===== src/common/rcis_pkg.sv =====
// ==================================================
// shared constants for the reset cause and init block
package rcis_pkg;
  // ==================================================
  // clock and timing
  localparam int unsigned CLK_HZ     = 50_000_000;
  localparam int unsigned CLK_NS     = 1_000_000_000 / CLK_HZ;
  localparam int unsigned RSTD_MS    = 48;   // release delay after a full reset
  localparam int unsigned RSTD_CYC   = RSTD_MS * (CLK_HZ / 1000);
  localparam int unsigned LVR_US     = 60;   // least low-supply time to qualify
  localparam int unsigned LVR_CYC    = LVR_US * (CLK_HZ / 1_000_000);
  localparam int unsigned SRESET_US  = 40;   // delay before a software reset
  localparam int unsigned SRESET_CYC = SRESET_US * (CLK_HZ / 1_000_000);
  localparam int unsigned SST_NS     = 320;  // restart after a sleep time-out
  localparam int unsigned SST_CYC    = (SST_NS + CLK_NS - 1) / CLK_NS;
  localparam int unsigned WDT_CYC    = 262_144;  // watchdog period, 2^18
  // ==================================================
  // counter widths
  localparam int DLY_W = 24;
  localparam int WDT_W = 18;
  localparam int LV_W  = 16;
  localparam int TB_W  = 16;
  // ==================================================
  // register byte offsets
  localparam logic [7:0] ADDR_STATUS = 8'h00;
  localparam logic [7:0] ADDR_CTRL   = 8'h04;
  localparam logic [7:0] ADDR_WDT    = 8'h08;
  localparam logic [7:0] ADDR_VSEL   = 8'h0c;
  localparam logic [7:0] ADDR_EVT    = 8'h10;
  localparam logic [7:0] ADDR_MASK   = 8'h14;
  localparam logic [7:0] ADDR_STATE  = 8'h18;
  localparam logic [7:0] ADDR_WCNT   = 8'h1c;
  // ==================================================
  // reset values and codes
  localparam logic [7:0] WDT_POR  = 8'h53;
  localparam logic [7:0] VSEL_POR = 8'h55;
  localparam logic [4:0] KEY_EN_A = 5'h15;
  localparam logic [4:0] KEY_EN_B = 5'h0a;
  localparam logic [7:0] VSEL_A   = 8'h55;
  localparam logic [7:0] VSEL_B   = 8'h33;
  localparam logic [7:0] VSEL_C   = 8'h99;
  localparam logic [7:0] VSEL_D   = 8'haa;
  // ==================================================
  // event bit positions
  localparam int EVT_W       = 6;
  localparam int EV_RELEASE  = 0;
  localparam int EV_WDT_RUN  = 1;
  localparam int EV_WDT_IDLE = 2;
  localparam int EV_LVR      = 3;
  localparam int EV_VSEL     = 4;
  localparam int EV_KEY      = 5;
  // ==================================================
  // enumerations
  typedef enum logic [1:0] {
    ST_RUN  = 2'h0,
    ST_PEND = 2'h1,
    ST_HOLD = 2'h3,
    ST_PART = 2'h2
  } rcis_state_e;
  typedef enum logic [1:0] {
    MODE_FAST  = 2'h0,
    MODE_SLOW  = 2'h1,
    MODE_IDLE  = 2'h3,
    MODE_SLEEP = 2'h2
  } rcis_mode_e;
endpackage


===== src/common/rcis_cnt_if.sv =====
`timescale 1ns/1ps
// ==================================================
// owner-to-counter bundle
interface rcis_cnt_if #(parameter int W = 16);
  logic         clear;
  logic         run;
  logic [W-1:0] limit;
  logic [W-1:0] count;
  logic         hit;
  modport owner   (output clear, run, limit, input count, hit);
  modport counter (input clear, run, limit, output count, hit);
endinterface


===== src/verilog/rcis_counter.sv =====
`timescale 1ns/1ps
// ==================================================
// up counter that stops at its limit
module rcis_counter (
  input  wire logic   i_clk,
  input  wire logic   i_reset,
  rcis_cnt_if.counter cnt
);
  // clear wins over counting
  always_ff @(posedge i_clk) begin
    if (i_reset || cnt.clear) begin
      cnt.count <= '0;
    end else if (cnt.run && !cnt.hit) begin
      cnt.count <= cnt.count + 1'b1;
    end
  end

  assign cnt.hit = (cnt.count == cnt.limit);
endmodule


===== src/verilog/rcis_sticky_flags.sv =====
`timescale 1ns/1ps
// ==================================================
// sticky flags, a set in the clear cycle wins
module rcis_sticky_flags #(
  parameter int W = 6
) (
  input  wire logic         i_clk,
  input  wire logic         i_reset,
  input  wire logic [W-1:0] i_set,
  input  wire logic [W-1:0] i_clear,
  output logic      [W-1:0] o_flags
);
  // hold, clear, then set
  always_ff @(posedge i_clk) begin
    if (i_reset) begin
      o_flags <= '0;
    end else begin
      o_flags <= (o_flags & ~i_clear) | i_set;
    end
  end
endmodule


===== src/verilog/rcis_reset_ctrl.sv =====
// Chosen here: the address map and the APB register port.
`timescale 1ns/1ps
// Summary of operation
// - watchdog time-out asleep or idle clears only program counter and stack pointer
// - power-on reset clears watchdog time-out and power-down flags
// - low-voltage reset in fast or slow mode keeps both flags
// - run-mode watchdog time-out sets time-out flag, keeps power-down flag
// - idle or sleep watchdog time-out sets both flags
// - power-on reset disables every interrupt source
// - power-on reset clears watchdog and time base; watchdog then counts
// - power-on reset switches the timer module off
// - power-on reset makes every I/O pin an input
// - power-on reset points stack pointer at top of stack
// - qualified low voltage resets device and sets flag; software clears it
// - watchdog key 10101B or 01010B enables; others reset after delay
// - undefined threshold select resets after delay, sets flag, restores 01010101B
module rcis_reset_ctrl #(
  parameter int unsigned RSTD_CYC = rcis_pkg::RSTD_CYC,
  parameter int unsigned WDT_CYC  = rcis_pkg::WDT_CYC,
  parameter int unsigned LVR_CYC  = rcis_pkg::LVR_CYC
) (
  input  wire logic        i_clk,
  input  wire logic        i_reset,
  input  wire logic [1:0]  i_power_mode,
  input  wire logic        i_low_voltage,
  input  wire logic        i_wdt_clear,
  input  wire logic        i_psel,
  input  wire logic        i_penable,
  input  wire logic        i_pwrite,
  input  wire logic [7:0]  i_paddr,
  input  wire logic [31:0] i_pwdata,
  output logic      [31:0] o_prdata,
  output logic             o_pready,
  output logic             o_pslverr,
  output logic             o_core_hold,
  output logic             o_pc_clear,
  output logic             o_sp_clear,
  output logic             o_sp_top,
  output logic             o_int_disable,
  output logic             o_timer_off,
  output logic             o_io_input,
  output logic             o_fetch_start,
  output logic             o_time_base_tick,
  output logic             o_irq
);
  // ==================================================
  // declarations
  rcis_pkg::rcis_state_e            state;
  rcis_pkg::rcis_state_e            next_state;
  logic                             watchdog_timeout_flag;
  logic                             powerdown_flag;
  logic [7:0]                       wdt_ctrl;
  logic [7:0]                       voltage_threshold_select;
  logic [rcis_pkg::EVT_W-1:0]       evt_mask;
  logic [rcis_pkg::EVT_W-1:0]       evt_status;
  logic [rcis_pkg::EVT_W-1:0]       evt_set;
  logic [rcis_pkg::EVT_W-1:0]       evt_clear;
  logic [2:0]                       ctrl_flags;
  logic [2:0]                       ctrl_set;
  logic [2:0]                       ctrl_clear;
  logic                             full_hold;
  logic                             part_hold;
  logic                             fetch_start;
  logic                             tb_tick;
  logic [31:0]                      prdata;
  logic [31:0]                      rd_mux;
  logic [4:0]                       watchdog_enable_key;
  logic                             sleeping;
  logic                             key_ok;
  logic                             vsel_ok;
  logic                             lv_ev;
  logic                             wdt_ev;
  logic                             key_err;
  logic                             vsel_err;
  logic                             go_hold;
  logic                             go_pend;
  logic                             setup_ph;
  logic                             access_ph;
  logic                             wr_en;
  logic                             mapped;

  rcis_cnt_if #(.W(rcis_pkg::DLY_W)) dly_cnt ();
  rcis_cnt_if #(.W(rcis_pkg::WDT_W)) wdt_cnt ();
  rcis_cnt_if #(.W(rcis_pkg::LV_W))  lv_cnt ();
  rcis_cnt_if #(.W(rcis_pkg::TB_W))  tb_cnt ();

  // ==================================================
  // decoded conditions
  assign watchdog_enable_key = wdt_ctrl[7:3];
  assign sleeping = (i_power_mode == rcis_pkg::MODE_IDLE) ||
                    (i_power_mode == rcis_pkg::MODE_SLEEP);
  // only the two enable keys keep the watchdog alive
  assign key_ok   = (watchdog_enable_key == rcis_pkg::KEY_EN_A) ||
                    (watchdog_enable_key == rcis_pkg::KEY_EN_B);
  // any threshold outside the four codes is an error
  assign vsel_ok  = (voltage_threshold_select == rcis_pkg::VSEL_A) ||
                    (voltage_threshold_select == rcis_pkg::VSEL_B) ||
                    (voltage_threshold_select == rcis_pkg::VSEL_C) ||
                    (voltage_threshold_select == rcis_pkg::VSEL_D);

  // events are taken only while the core runs or waits
  assign lv_ev    = lv_cnt.hit && !o_core_hold;
  assign wdt_ev   = wdt_cnt.hit && (state == rcis_pkg::ST_RUN);
  assign key_err  = !key_ok && (state == rcis_pkg::ST_RUN);
  assign vsel_err = !vsel_ok && (state == rcis_pkg::ST_RUN);

  // ==================================================
  // low-voltage qualifier, off while asleep or idle
  assign lv_cnt.run   = i_low_voltage && !sleeping && !o_core_hold;
  assign lv_cnt.clear = !lv_cnt.run;
  assign lv_cnt.limit = rcis_pkg::LV_W'(LVR_CYC - 1);

  rcis_counter u_lv_cnt (
    .i_clk   (i_clk),
    .i_reset (i_reset),
    .cnt     (lv_cnt)
  );

  // ==================================================
  // watchdog counter, cleared by reset, instruction and expiry
  assign wdt_cnt.run   = key_ok && !o_core_hold;
  assign wdt_cnt.clear = full_hold || part_hold || i_wdt_clear || wdt_ev;
  assign wdt_cnt.limit = rcis_pkg::WDT_W'(WDT_CYC - 1);

  rcis_counter u_wdt_cnt (
    .i_clk   (i_clk),
    .i_reset (i_reset),
    .cnt     (wdt_cnt)
  );

  // ==================================================
  // time base, free running after a full reset
  assign tb_cnt.run   = 1'b1;
  assign tb_cnt.clear = full_hold || tb_cnt.hit;
  assign tb_cnt.limit = '1;

  rcis_counter u_tb_cnt (
    .i_clk   (i_clk),
    .i_reset (i_reset),
    .cnt     (tb_cnt)
  );

  // ==================================================
  // delay counter for release and software reset waits
  assign dly_cnt.run   = (state != rcis_pkg::ST_RUN);
  assign dly_cnt.clear = (next_state != state) || (state == rcis_pkg::ST_RUN);

  // limit follows the state being timed
  always_comb begin
    case (state)
      rcis_pkg::ST_HOLD: dly_cnt.limit = rcis_pkg::DLY_W'(RSTD_CYC - 1);
      rcis_pkg::ST_PEND: dly_cnt.limit = rcis_pkg::DLY_W'(rcis_pkg::SRESET_CYC - 1);
      rcis_pkg::ST_PART: dly_cnt.limit = rcis_pkg::DLY_W'(rcis_pkg::SST_CYC - 1);
      default:           dly_cnt.limit = '0;
    endcase
  end

  rcis_counter u_dly_cnt (
    .i_clk   (i_clk),
    .i_reset (i_reset),
    .cnt     (dly_cnt)
  );

  // ==================================================
  // reset sequencer
  always_comb begin
    next_state = state;
    case (state)
      rcis_pkg::ST_RUN: begin
        if (lv_ev) begin
          next_state = rcis_pkg::ST_HOLD;
        end else if (wdt_ev && sleeping) begin
          next_state = rcis_pkg::ST_PART;
        end else if (wdt_ev) begin
          next_state = rcis_pkg::ST_HOLD;
        end else if (key_err || vsel_err) begin
          next_state = rcis_pkg::ST_PEND;
        end
      end
      rcis_pkg::ST_PEND: begin
        if (lv_ev || dly_cnt.hit) begin
          next_state = rcis_pkg::ST_HOLD;
        end
      end
      rcis_pkg::ST_HOLD: begin
        if (dly_cnt.hit) begin
          next_state = rcis_pkg::ST_RUN;
        end
      end
      rcis_pkg::ST_PART: begin
        if (dly_cnt.hit) begin
          next_state = rcis_pkg::ST_RUN;
        end
      end
      default: next_state = rcis_pkg::ST_HOLD;
    endcase
  end

  assign go_hold = (next_state == rcis_pkg::ST_HOLD) && (state != rcis_pkg::ST_HOLD);
  assign go_pend = (next_state == rcis_pkg::ST_PEND) && (state != rcis_pkg::ST_PEND);

  // state register, power-on starts in the held state
  always_ff @(posedge i_clk) begin
    if (i_reset) begin
      state <= rcis_pkg::ST_HOLD;
    end else begin
      state <= next_state;
    end
  end

  // reset scope levels and the release pulse
  always_ff @(posedge i_clk) begin
    if (i_reset) begin
      full_hold   <= 1'b1;
      part_hold   <= 1'b0;
      fetch_start <= 1'b0;
    end else begin
      full_hold   <= (next_state == rcis_pkg::ST_HOLD);
      part_hold   <= (next_state == rcis_pkg::ST_PART);
      fetch_start <= (state != rcis_pkg::ST_RUN) && (state != rcis_pkg::ST_PEND) &&
                     (next_state == rcis_pkg::ST_RUN);
    end
  end

  // ==================================================
  // reset effects on the core
  assign o_core_hold   = full_hold || part_hold;
  assign o_pc_clear    = full_hold || part_hold;
  assign o_sp_clear    = part_hold;
  assign o_sp_top      = full_hold;
  assign o_int_disable = full_hold;
  assign o_timer_off   = full_hold;
  assign o_io_input    = full_hold;
  assign o_fetch_start = fetch_start;

  // ==================================================
  // status flags in the core status register
  always_ff @(posedge i_clk) begin
    if (i_reset) begin
      watchdog_timeout_flag <= 1'b0;
      powerdown_flag        <= 1'b0;
    end else if (wdt_ev) begin
      watchdog_timeout_flag <= 1'b1;
      if (sleeping) begin
        powerdown_flag <= 1'b1;
      end
    end
  end

  // time base tick pulse
  always_ff @(posedge i_clk) begin
    if (i_reset) begin
      tb_tick <= 1'b0;
    end else begin
      tb_tick <= tb_cnt.hit;
    end
  end

  assign o_time_base_tick = tb_tick;

  // ==================================================
  // apb decode, zero wait states
  assign setup_ph  = i_psel && !i_penable;
  assign access_ph = i_psel && i_penable;
  assign wr_en     = access_ph && i_pwrite && mapped;
  assign mapped    = (i_paddr[1:0] == 2'h0) && (i_paddr <= rcis_pkg::ADDR_WCNT);
  assign o_pready  = 1'b1;
  assign o_pslverr = access_ph && !mapped;

  // watchdog control, back to its power-on value on a full reset
  always_ff @(posedge i_clk) begin
    if (i_reset || go_hold) begin
      wdt_ctrl <= rcis_pkg::WDT_POR;
    end else if (wr_en && i_paddr == rcis_pkg::ADDR_WDT) begin
      wdt_ctrl <= i_pwdata[7:0];
    end
  end

  // threshold select, restored on a full reset
  always_ff @(posedge i_clk) begin
    if (i_reset || go_hold) begin
      voltage_threshold_select <= rcis_pkg::VSEL_POR;
    end else if (wr_en && i_paddr == rcis_pkg::ADDR_VSEL) begin
      voltage_threshold_select <= i_pwdata[7:0];
    end
  end

  // interrupt mask
  always_ff @(posedge i_clk) begin
    if (i_reset) begin
      evt_mask <= '0;
    end else if (wr_en && i_paddr == rcis_pkg::ADDR_MASK) begin
      evt_mask <= i_pwdata[rcis_pkg::EVT_W-1:0];
    end
  end

  // ==================================================
  // reset cause flags, cleared by writing zero
  assign ctrl_set   = {lv_ev && (state == rcis_pkg::ST_RUN || state == rcis_pkg::ST_PEND),
                       go_pend && vsel_err,
                       go_pend && key_err};
  assign ctrl_clear = (wr_en && i_paddr == rcis_pkg::ADDR_CTRL) ? ~i_pwdata[2:0] : 3'h0;

  rcis_sticky_flags #(.W(3)) u_ctrl_flags (
    .i_clk   (i_clk),
    .i_reset (i_reset),
    .i_set   (ctrl_set),
    .i_clear (ctrl_clear),
    .o_flags (ctrl_flags)
  );

  // ==================================================
  // interrupt events, cleared by writing one
  always_comb begin
    evt_set                        = '0;
    evt_set[rcis_pkg::EV_RELEASE]  = fetch_start;
    evt_set[rcis_pkg::EV_WDT_RUN]  = wdt_ev && !sleeping;
    evt_set[rcis_pkg::EV_WDT_IDLE] = wdt_ev && sleeping;
    evt_set[rcis_pkg::EV_LVR]      = ctrl_set[2];
    evt_set[rcis_pkg::EV_VSEL]     = ctrl_set[1];
    evt_set[rcis_pkg::EV_KEY]      = ctrl_set[0];
  end

  assign evt_clear = (wr_en && i_paddr == rcis_pkg::ADDR_EVT) ?
                     i_pwdata[rcis_pkg::EVT_W-1:0] : '0;

  rcis_sticky_flags #(.W(rcis_pkg::EVT_W)) u_evt_flags (
    .i_clk   (i_clk),
    .i_reset (i_reset),
    .i_set   (evt_set),
    .i_clear (evt_clear),
    .o_flags (evt_status)
  );

  // level interrupt from unmasked events
  always_ff @(posedge i_clk) begin
    if (i_reset) begin
      o_irq <= 1'b0;
    end else begin
      o_irq <= |(evt_status & evt_mask);
    end
  end

  // ==================================================
  // read data, captured in the setup cycle
  always_comb begin
    rd_mux = 32'h0000_0000;
    case (i_paddr)
      rcis_pkg::ADDR_STATUS: rd_mux = {30'h0, watchdog_timeout_flag, powerdown_flag};
      rcis_pkg::ADDR_CTRL:   rd_mux = {29'h0, ctrl_flags};
      rcis_pkg::ADDR_WDT:    rd_mux = {24'h00_0000, wdt_ctrl};
      rcis_pkg::ADDR_VSEL:   rd_mux = {24'h00_0000, voltage_threshold_select};
      rcis_pkg::ADDR_EVT:    rd_mux = {26'h0, evt_status};
      rcis_pkg::ADDR_MASK:   rd_mux = {26'h0, evt_mask};
      rcis_pkg::ADDR_STATE:  rd_mux = {27'h0, key_ok, part_hold, full_hold, state};
      rcis_pkg::ADDR_WCNT:   rd_mux = {14'h0, wdt_cnt.count};
      default:               rd_mux = 32'h0000_0000;
    endcase
  end

  always_ff @(posedge i_clk) begin
    if (i_reset) begin
      prdata <= 32'h0000_0000;
    end else if (setup_ph) begin
      prdata <= rd_mux;
    end
  end

  assign o_prdata = prdata;
endmodule


===== config.mk =====
export PLATFORM = sky130hd
export DESIGN_NAME = rcis_reset_ctrl
export DESIGN_NICKNAME = d
export VERILOG_FILES = /design/src/common/rcis_pkg.sv /design/src/common/rcis_cnt_if.sv /design/src/verilog/rcis_counter.sv /design/src/verilog/rcis_sticky_flags.sv /design/src/verilog/rcis_reset_ctrl.sv
export SDC_FILE = /design/constraint.sdc
export NUM_CORES = 1
export LEC_CHECK = 0
export BUFFER_PORTS_ARGS = -buffer_cell sky130_fd_sc_hd__buf_4
export CAP_MARGIN = 20
export CORE_MARGIN = 8
export CORE_UTILIZATION = 50
export CTS_CLUSTER_SIZE = 40
export DETAILED_ROUTE_END_ITERATION = 8
export PLACE_DENSITY = 0.82
export SKIP_CTS_REPAIR_TIMING = 1
export SLEW_MARGIN = 15
export SYNTH_ARGS = -nofsm -noshare
export SYNTH_HDL_FRONTEND = slang
export SYNTH_SLANG_ARGS = --single-unit

===== constraint.sdc =====
create_clock -name i_clk -period 2 [get_ports i_clk]
set_input_delay 0.4 -clock i_clk [delete_from_list [all_inputs] [get_ports i_clk]]
set_output_delay 0.4 -clock i_clk [all_outputs]
set_load 0.1 [all_outputs]

==> impl_summary.txt <==
----------------------------------------------------
[Setup path]
  Crit path buf inv count ... 2
  Data arrival at the endpoint of the critical path ... ~2.4 ns
  Reg2Reg Setup Slack ... -0.13 ns
  Startpoint of the lowest-slack register-to-register path ... state[0]
  Top Family by Delay on Critical Path ... simple AND/OR/NAND/NOR gates
  FF-to-FF path depth ... 8
  Delay of the slowest cell on the worst path ... 0.54 ns
  Type of origin of the critical path ... flip-flop
  Slowest cell on crit path ... or4b_4
  Cell mode on critical path ... nand2_4
  Kind of capture point of the worst setup path ... flip-flop
  Worst setup path class ... reg -> reg
  Req. time, crit path ... ~2.3 ns
  Worst-path cell chain ... nand2_4, or4b_4, a2111oi_4, buf_4, nand2_4, buf_6, nand3_1, a21oi_1
  Maximum fanout count along the critical path ... 3
  FF-to-FF End ... o_int_disable

[Power]
  Combinational cell fraction of total power ... 7.1%
  Clock share of power ... roughly half
  Internal ... ~0.0045 W
  Reported leakage power ... about 3.1 nW
  Worst IR drop on VDD ... 656 uV
  Power density of the placed cells ... ~720 mW/mm^2
  Net switching share of the total power ... 23.8%
  Sequential power share ... approximately 45%
  Post-layout power ... around 0.0059 W
  Switching power of the nets ... roughly 0.0014 W

[Floorplanning]
  X dimension of the die ... approximately 130 um
  FP Rows ... 41
  Top-level I/O count ... 93
  Area of the placeable core ... between 0.01 and 0.015 sq mm
  DIE AREA ... roughly 0.016 sq mm
  Initial cell density of the core ... about 50%
  Die span in y ... 128 um

[Yosys]
  Top_reg_cell synth ... dfxtp_1
  Mapped Cells ... roughly 740
  Number of distinct library cell variants in the gate-level netlist after synthesis ... 60
  Post-synthesis instance area ... 0.00630 sq mm
  Post-Synthesis Mean Instance Area ... about 8.5 sq um
  Post-synth EDFFs ... 0
  Yosys warning count ... 0
  Post-synthesis register bit count ... roughly 130
  Sequential-to-total area share from yosys stat ... between 40% and 50%
  Proportion of synthesized flip-flops having asynchronous set or reset ... 0%

[GRT]
  Global-route wire length before repair ... 27.0 mm
  Remaining Overflow, GRT ... 0
  Overall track demand over capacity in global routing ... between 20% and 30%
  Number of antenna violations at the first check in global routing ... 0
  Number of global-route vias before repair ... 5666
  Maximum number of pins on one net before global-route repair ... 29

[Routing]
  Residual DRC ... 0
  Count of vias placed by the detailed router ... 6000
  Final wirelength ... between 15 and 20 mm
  First-pass iteration count of the detailed router ... 6
  ANT nets after route ... 0
  Iter 0 DRT Violations ... 650
  Wirelength per Cell ... 16.5 um
  Via density per instance ... 5.71

[Hold path]
  Cell depth of the worst min-delay path ... 3
  Terminating pin of the worst hold path ... voltage_threshold_select[6]
  Worst hold path type ... in -> reg
  Origin of the worst min-delay path ... i_pwdata[6]

[CTS]
  Number of buffers between clock root and the deepest sink ... 2
  H-tree lvl count ... 4
  Num Clock Sinks ... roughly 130
  Later-pin clock latency in the skew report ... ~0.42 ns
  CTS Buf Count ... 17
  TritonCTS clock tree ... yes
  Library cell used as clock root buffer ... clkbuf_16
  Worst-path clk slew ... ~0.05 ns

[Timing]
  Aggregate negative setup slack ... -3.26 ns
  Period Utilization, post-route ... 106%
  Fmax ... roughly 470 MHz
  Final worst clock skew ... approximately 0.0076 ns
  Total count of max-transition violations in the final report ... 0
  Post-route setup slack ... -0.126 ns
  Final period demand of the worst path ... around 2.1 ns
  Final count of negative-setup-slack endpoints ... between 40 and 50
  Endpoints failing hold ... 0
  Min Hold Slack ... about 0.22 ns
  RSZ-0062 raised after global routing ... true

[Placement]
  Count of input and output buffers ... 52
  Placer Congestion ... 0.909
  DP HPWL ... ~12 mm

[Job]
  MaxCap Viol Count ... 0

[Cells and area]
  Fraction of layout cells with a size suffix above 1 ... 27.0%
  Net count of the finished layout ... 920
  Layout-stage area growth over the synthesis result ... 31.6%
  Final antenna diode count ... 0

[Outcome]
  Status ... finished, violations left
  Violations in the final reports ... negative setup slack

----------------------------------------------------
-- through the flow --
| step | area [sq um] | utilization (%) | worst slack (ns) | instances |
|---|---|---|---|---|
| 5_1_grt | 8290 | 66.5 | -0.186 | 1051 |
| 6_report | 8290 | 66.5 | -0.126 | 1051 |
| 3_5_place_dp | 7430 | 59.6 | -0.0773 | 1009 |
| 3_3_place_gp | 7430 | 59.6 | -0.0373 | 1009 |
| 2_1_floorplan | 6420 | - | -0.0615 | 752 |
| 4_1_cts | 7970 | 63.9 | -0.0985 | 1040 |
-- flip-flops by register name (all words and copies together), names as in the netlist --
register / count
u_dly_cnt.cnt.count: 24
o_prdata: 18
u_wdt_cnt.cnt.count: 18
u_lv_cnt.cnt.count: 16
u_tb_cnt.cnt.count: 16
voltage_threshold_select: 8
wdt_ctrl: 8
evt_mask: 6
u_evt_flags.o_flags: 6
u_ctrl_flags.o_flags: 3
state: 2
o_fetch_start: 1
o_int_disable: 1
o_irq: 1
o_sp_clear: 1
o_time_base_tick: 1
powerdown_flag: 1
watchdog_timeout_flag: 1
-- logic make-up after synthesis --
family / after synthesis / synth area share, %
muxes: 34 / 5.50
xor gates and xnor gates: 65 / 9.04
and+or+nand+nor: 348 / 27.6
DFF: 132 / 42.0
other: 2 / 0.119
adders and majority gates: 4 / 0.795
AOI/OAI and AO/OA: 97 / 10.2
buffers and inverters: 57 / 4.79
-- power groups by stage --
stage / registers [W] / logic (W) / clock network, W
2_1_floorplan: 0.00277 / 0.000244 / 0
3_3_place_gp: 0.00271 / 0.000399 / 0
3_5_place_dp: 0.00271 / 0.000401 / 0
4_1_cts: 0.00265 / 0.000402 / 0.00289
5_1_grt: 0.00265 / 0.000439 / 0.00303
6_report: 0.00265 / 0.000421 / 0.00287
-- placed cells by master, fill, tap and decap left out, types with 6 or more instances in the layout --
cell	n
clkbuf_1	6
inv_1	10
and3_1	9
nand4_1	20
nor3_1	28
nor2_1	110
xor2_1	26
nand2_1	54
mux2i_1	29
dfxtp_2	9
a21oi_2	10
nand3_1	54
buf_4	132
buf_12	6
nor4_1	9
conb_1	15
a21oi_1	25
and4_1	9
a22oi_1	8
o21ai_0	10
xnor2_1	39
clkbuf_16	17
dfxtp_1	120
o21ai_1	7
-- how the worst max path moves through the flow --
| stage | startpoint | endpoint | slack [ns] | cells past startpoint |
|---|---|---|---|---|
| floorplan | state[0] | voltage_threshold_select[1] | -0.06 | 7 |
| global placement | i_power_mode[1] | u_lv_cnt.cnt.count[15] | -0.04 | 7 |
| detailed placement | u_wdt_cnt.cnt.count[1] | wdt_ctrl[7] | -0.08 | 7 |
| CTS | u_wdt_cnt.cnt.count[1] | voltage_threshold_select[3] | -0.1 | 7 |
| global route | u_dly_cnt.cnt.count[18] | o_int_disable | -0.19 | 6 |
| finish | state[0] | o_int_disable | -0.13 | 8 |
-- cells in the mapped netlist (3+ instances only) --
master | n | share of area (%)
buf_4 | 23 | 2.7
o21ai_0 | 10 | 0.79
a221oi_1 | 3 | 0.42
nor4_1 | 13 | 1.3
xor2_1 | 26 | 3.6
a21oi_1 | 35 | 2.8
a31oi_1 | 5 | 0.50
nand2_1 | 56 | 3.3
nand4_1 | 20 | 2.0
a22o_1 | 4 | 0.56
ha_1 | 4 | 0.79
nor4b_1 | 3 | 0.42
nand3_1 | 56 | 4.5
nor2_1 | 118 | 7.0
mux2_2 | 5 | 0.89
clkbuf_1 | 20 | 1.2
and3_1 | 9 | 0.89
mux2i_1 | 29 | 4.6
and2_1 | 4 | 0.40
nor3_1 | 28 | 2.2
nor4bb_1 | 7 | 1.1
a311oi_1 | 4 | 0.56
or3_1 | 4 | 0.40
and4_1 | 9 | 1.3
xnor2_1 | 39 | 5.4
o21ai_1 | 9 | 0.72
a22oi_1 | 8 | 0.95
inv_1 | 11 | 0.66
o2111ai_1 | 3 | 0.42
nor2b_1 | 4 | 0.40
nand2b_1 | 5 | 0.50
dfxtp_1 | 132 | 42
-- tightest hold or removal path, delay by kind of cell --
kind / cells / cell delay [ns]
buffers and inverters: 1 / 0.08
AOI/OAI and AO/OA: 1 / 0.06
muxes: 1 / 0.05
-- layout make-up --
class	instances	area, sq um
Fill cell	947	4180
Multi-Input combinational cell	563	3660
Clock inverter	5	50.0
Clock buffer	26	489
Tap cell	172	215
Inverter	11	45.0
Sequential cell	132	2670
Timing Repair Buffer	142	1160
-- metal layers --
layer	wire length, um	global-route usage, %	vias to the layer above
li1	-	-	2847
met1	7310	25.0	2887
met2	8550	33.5	228
met3	1170	4.49	38
met4	365	7.62	0
met5	0	0	-
(Power assumes the default switching activity.)
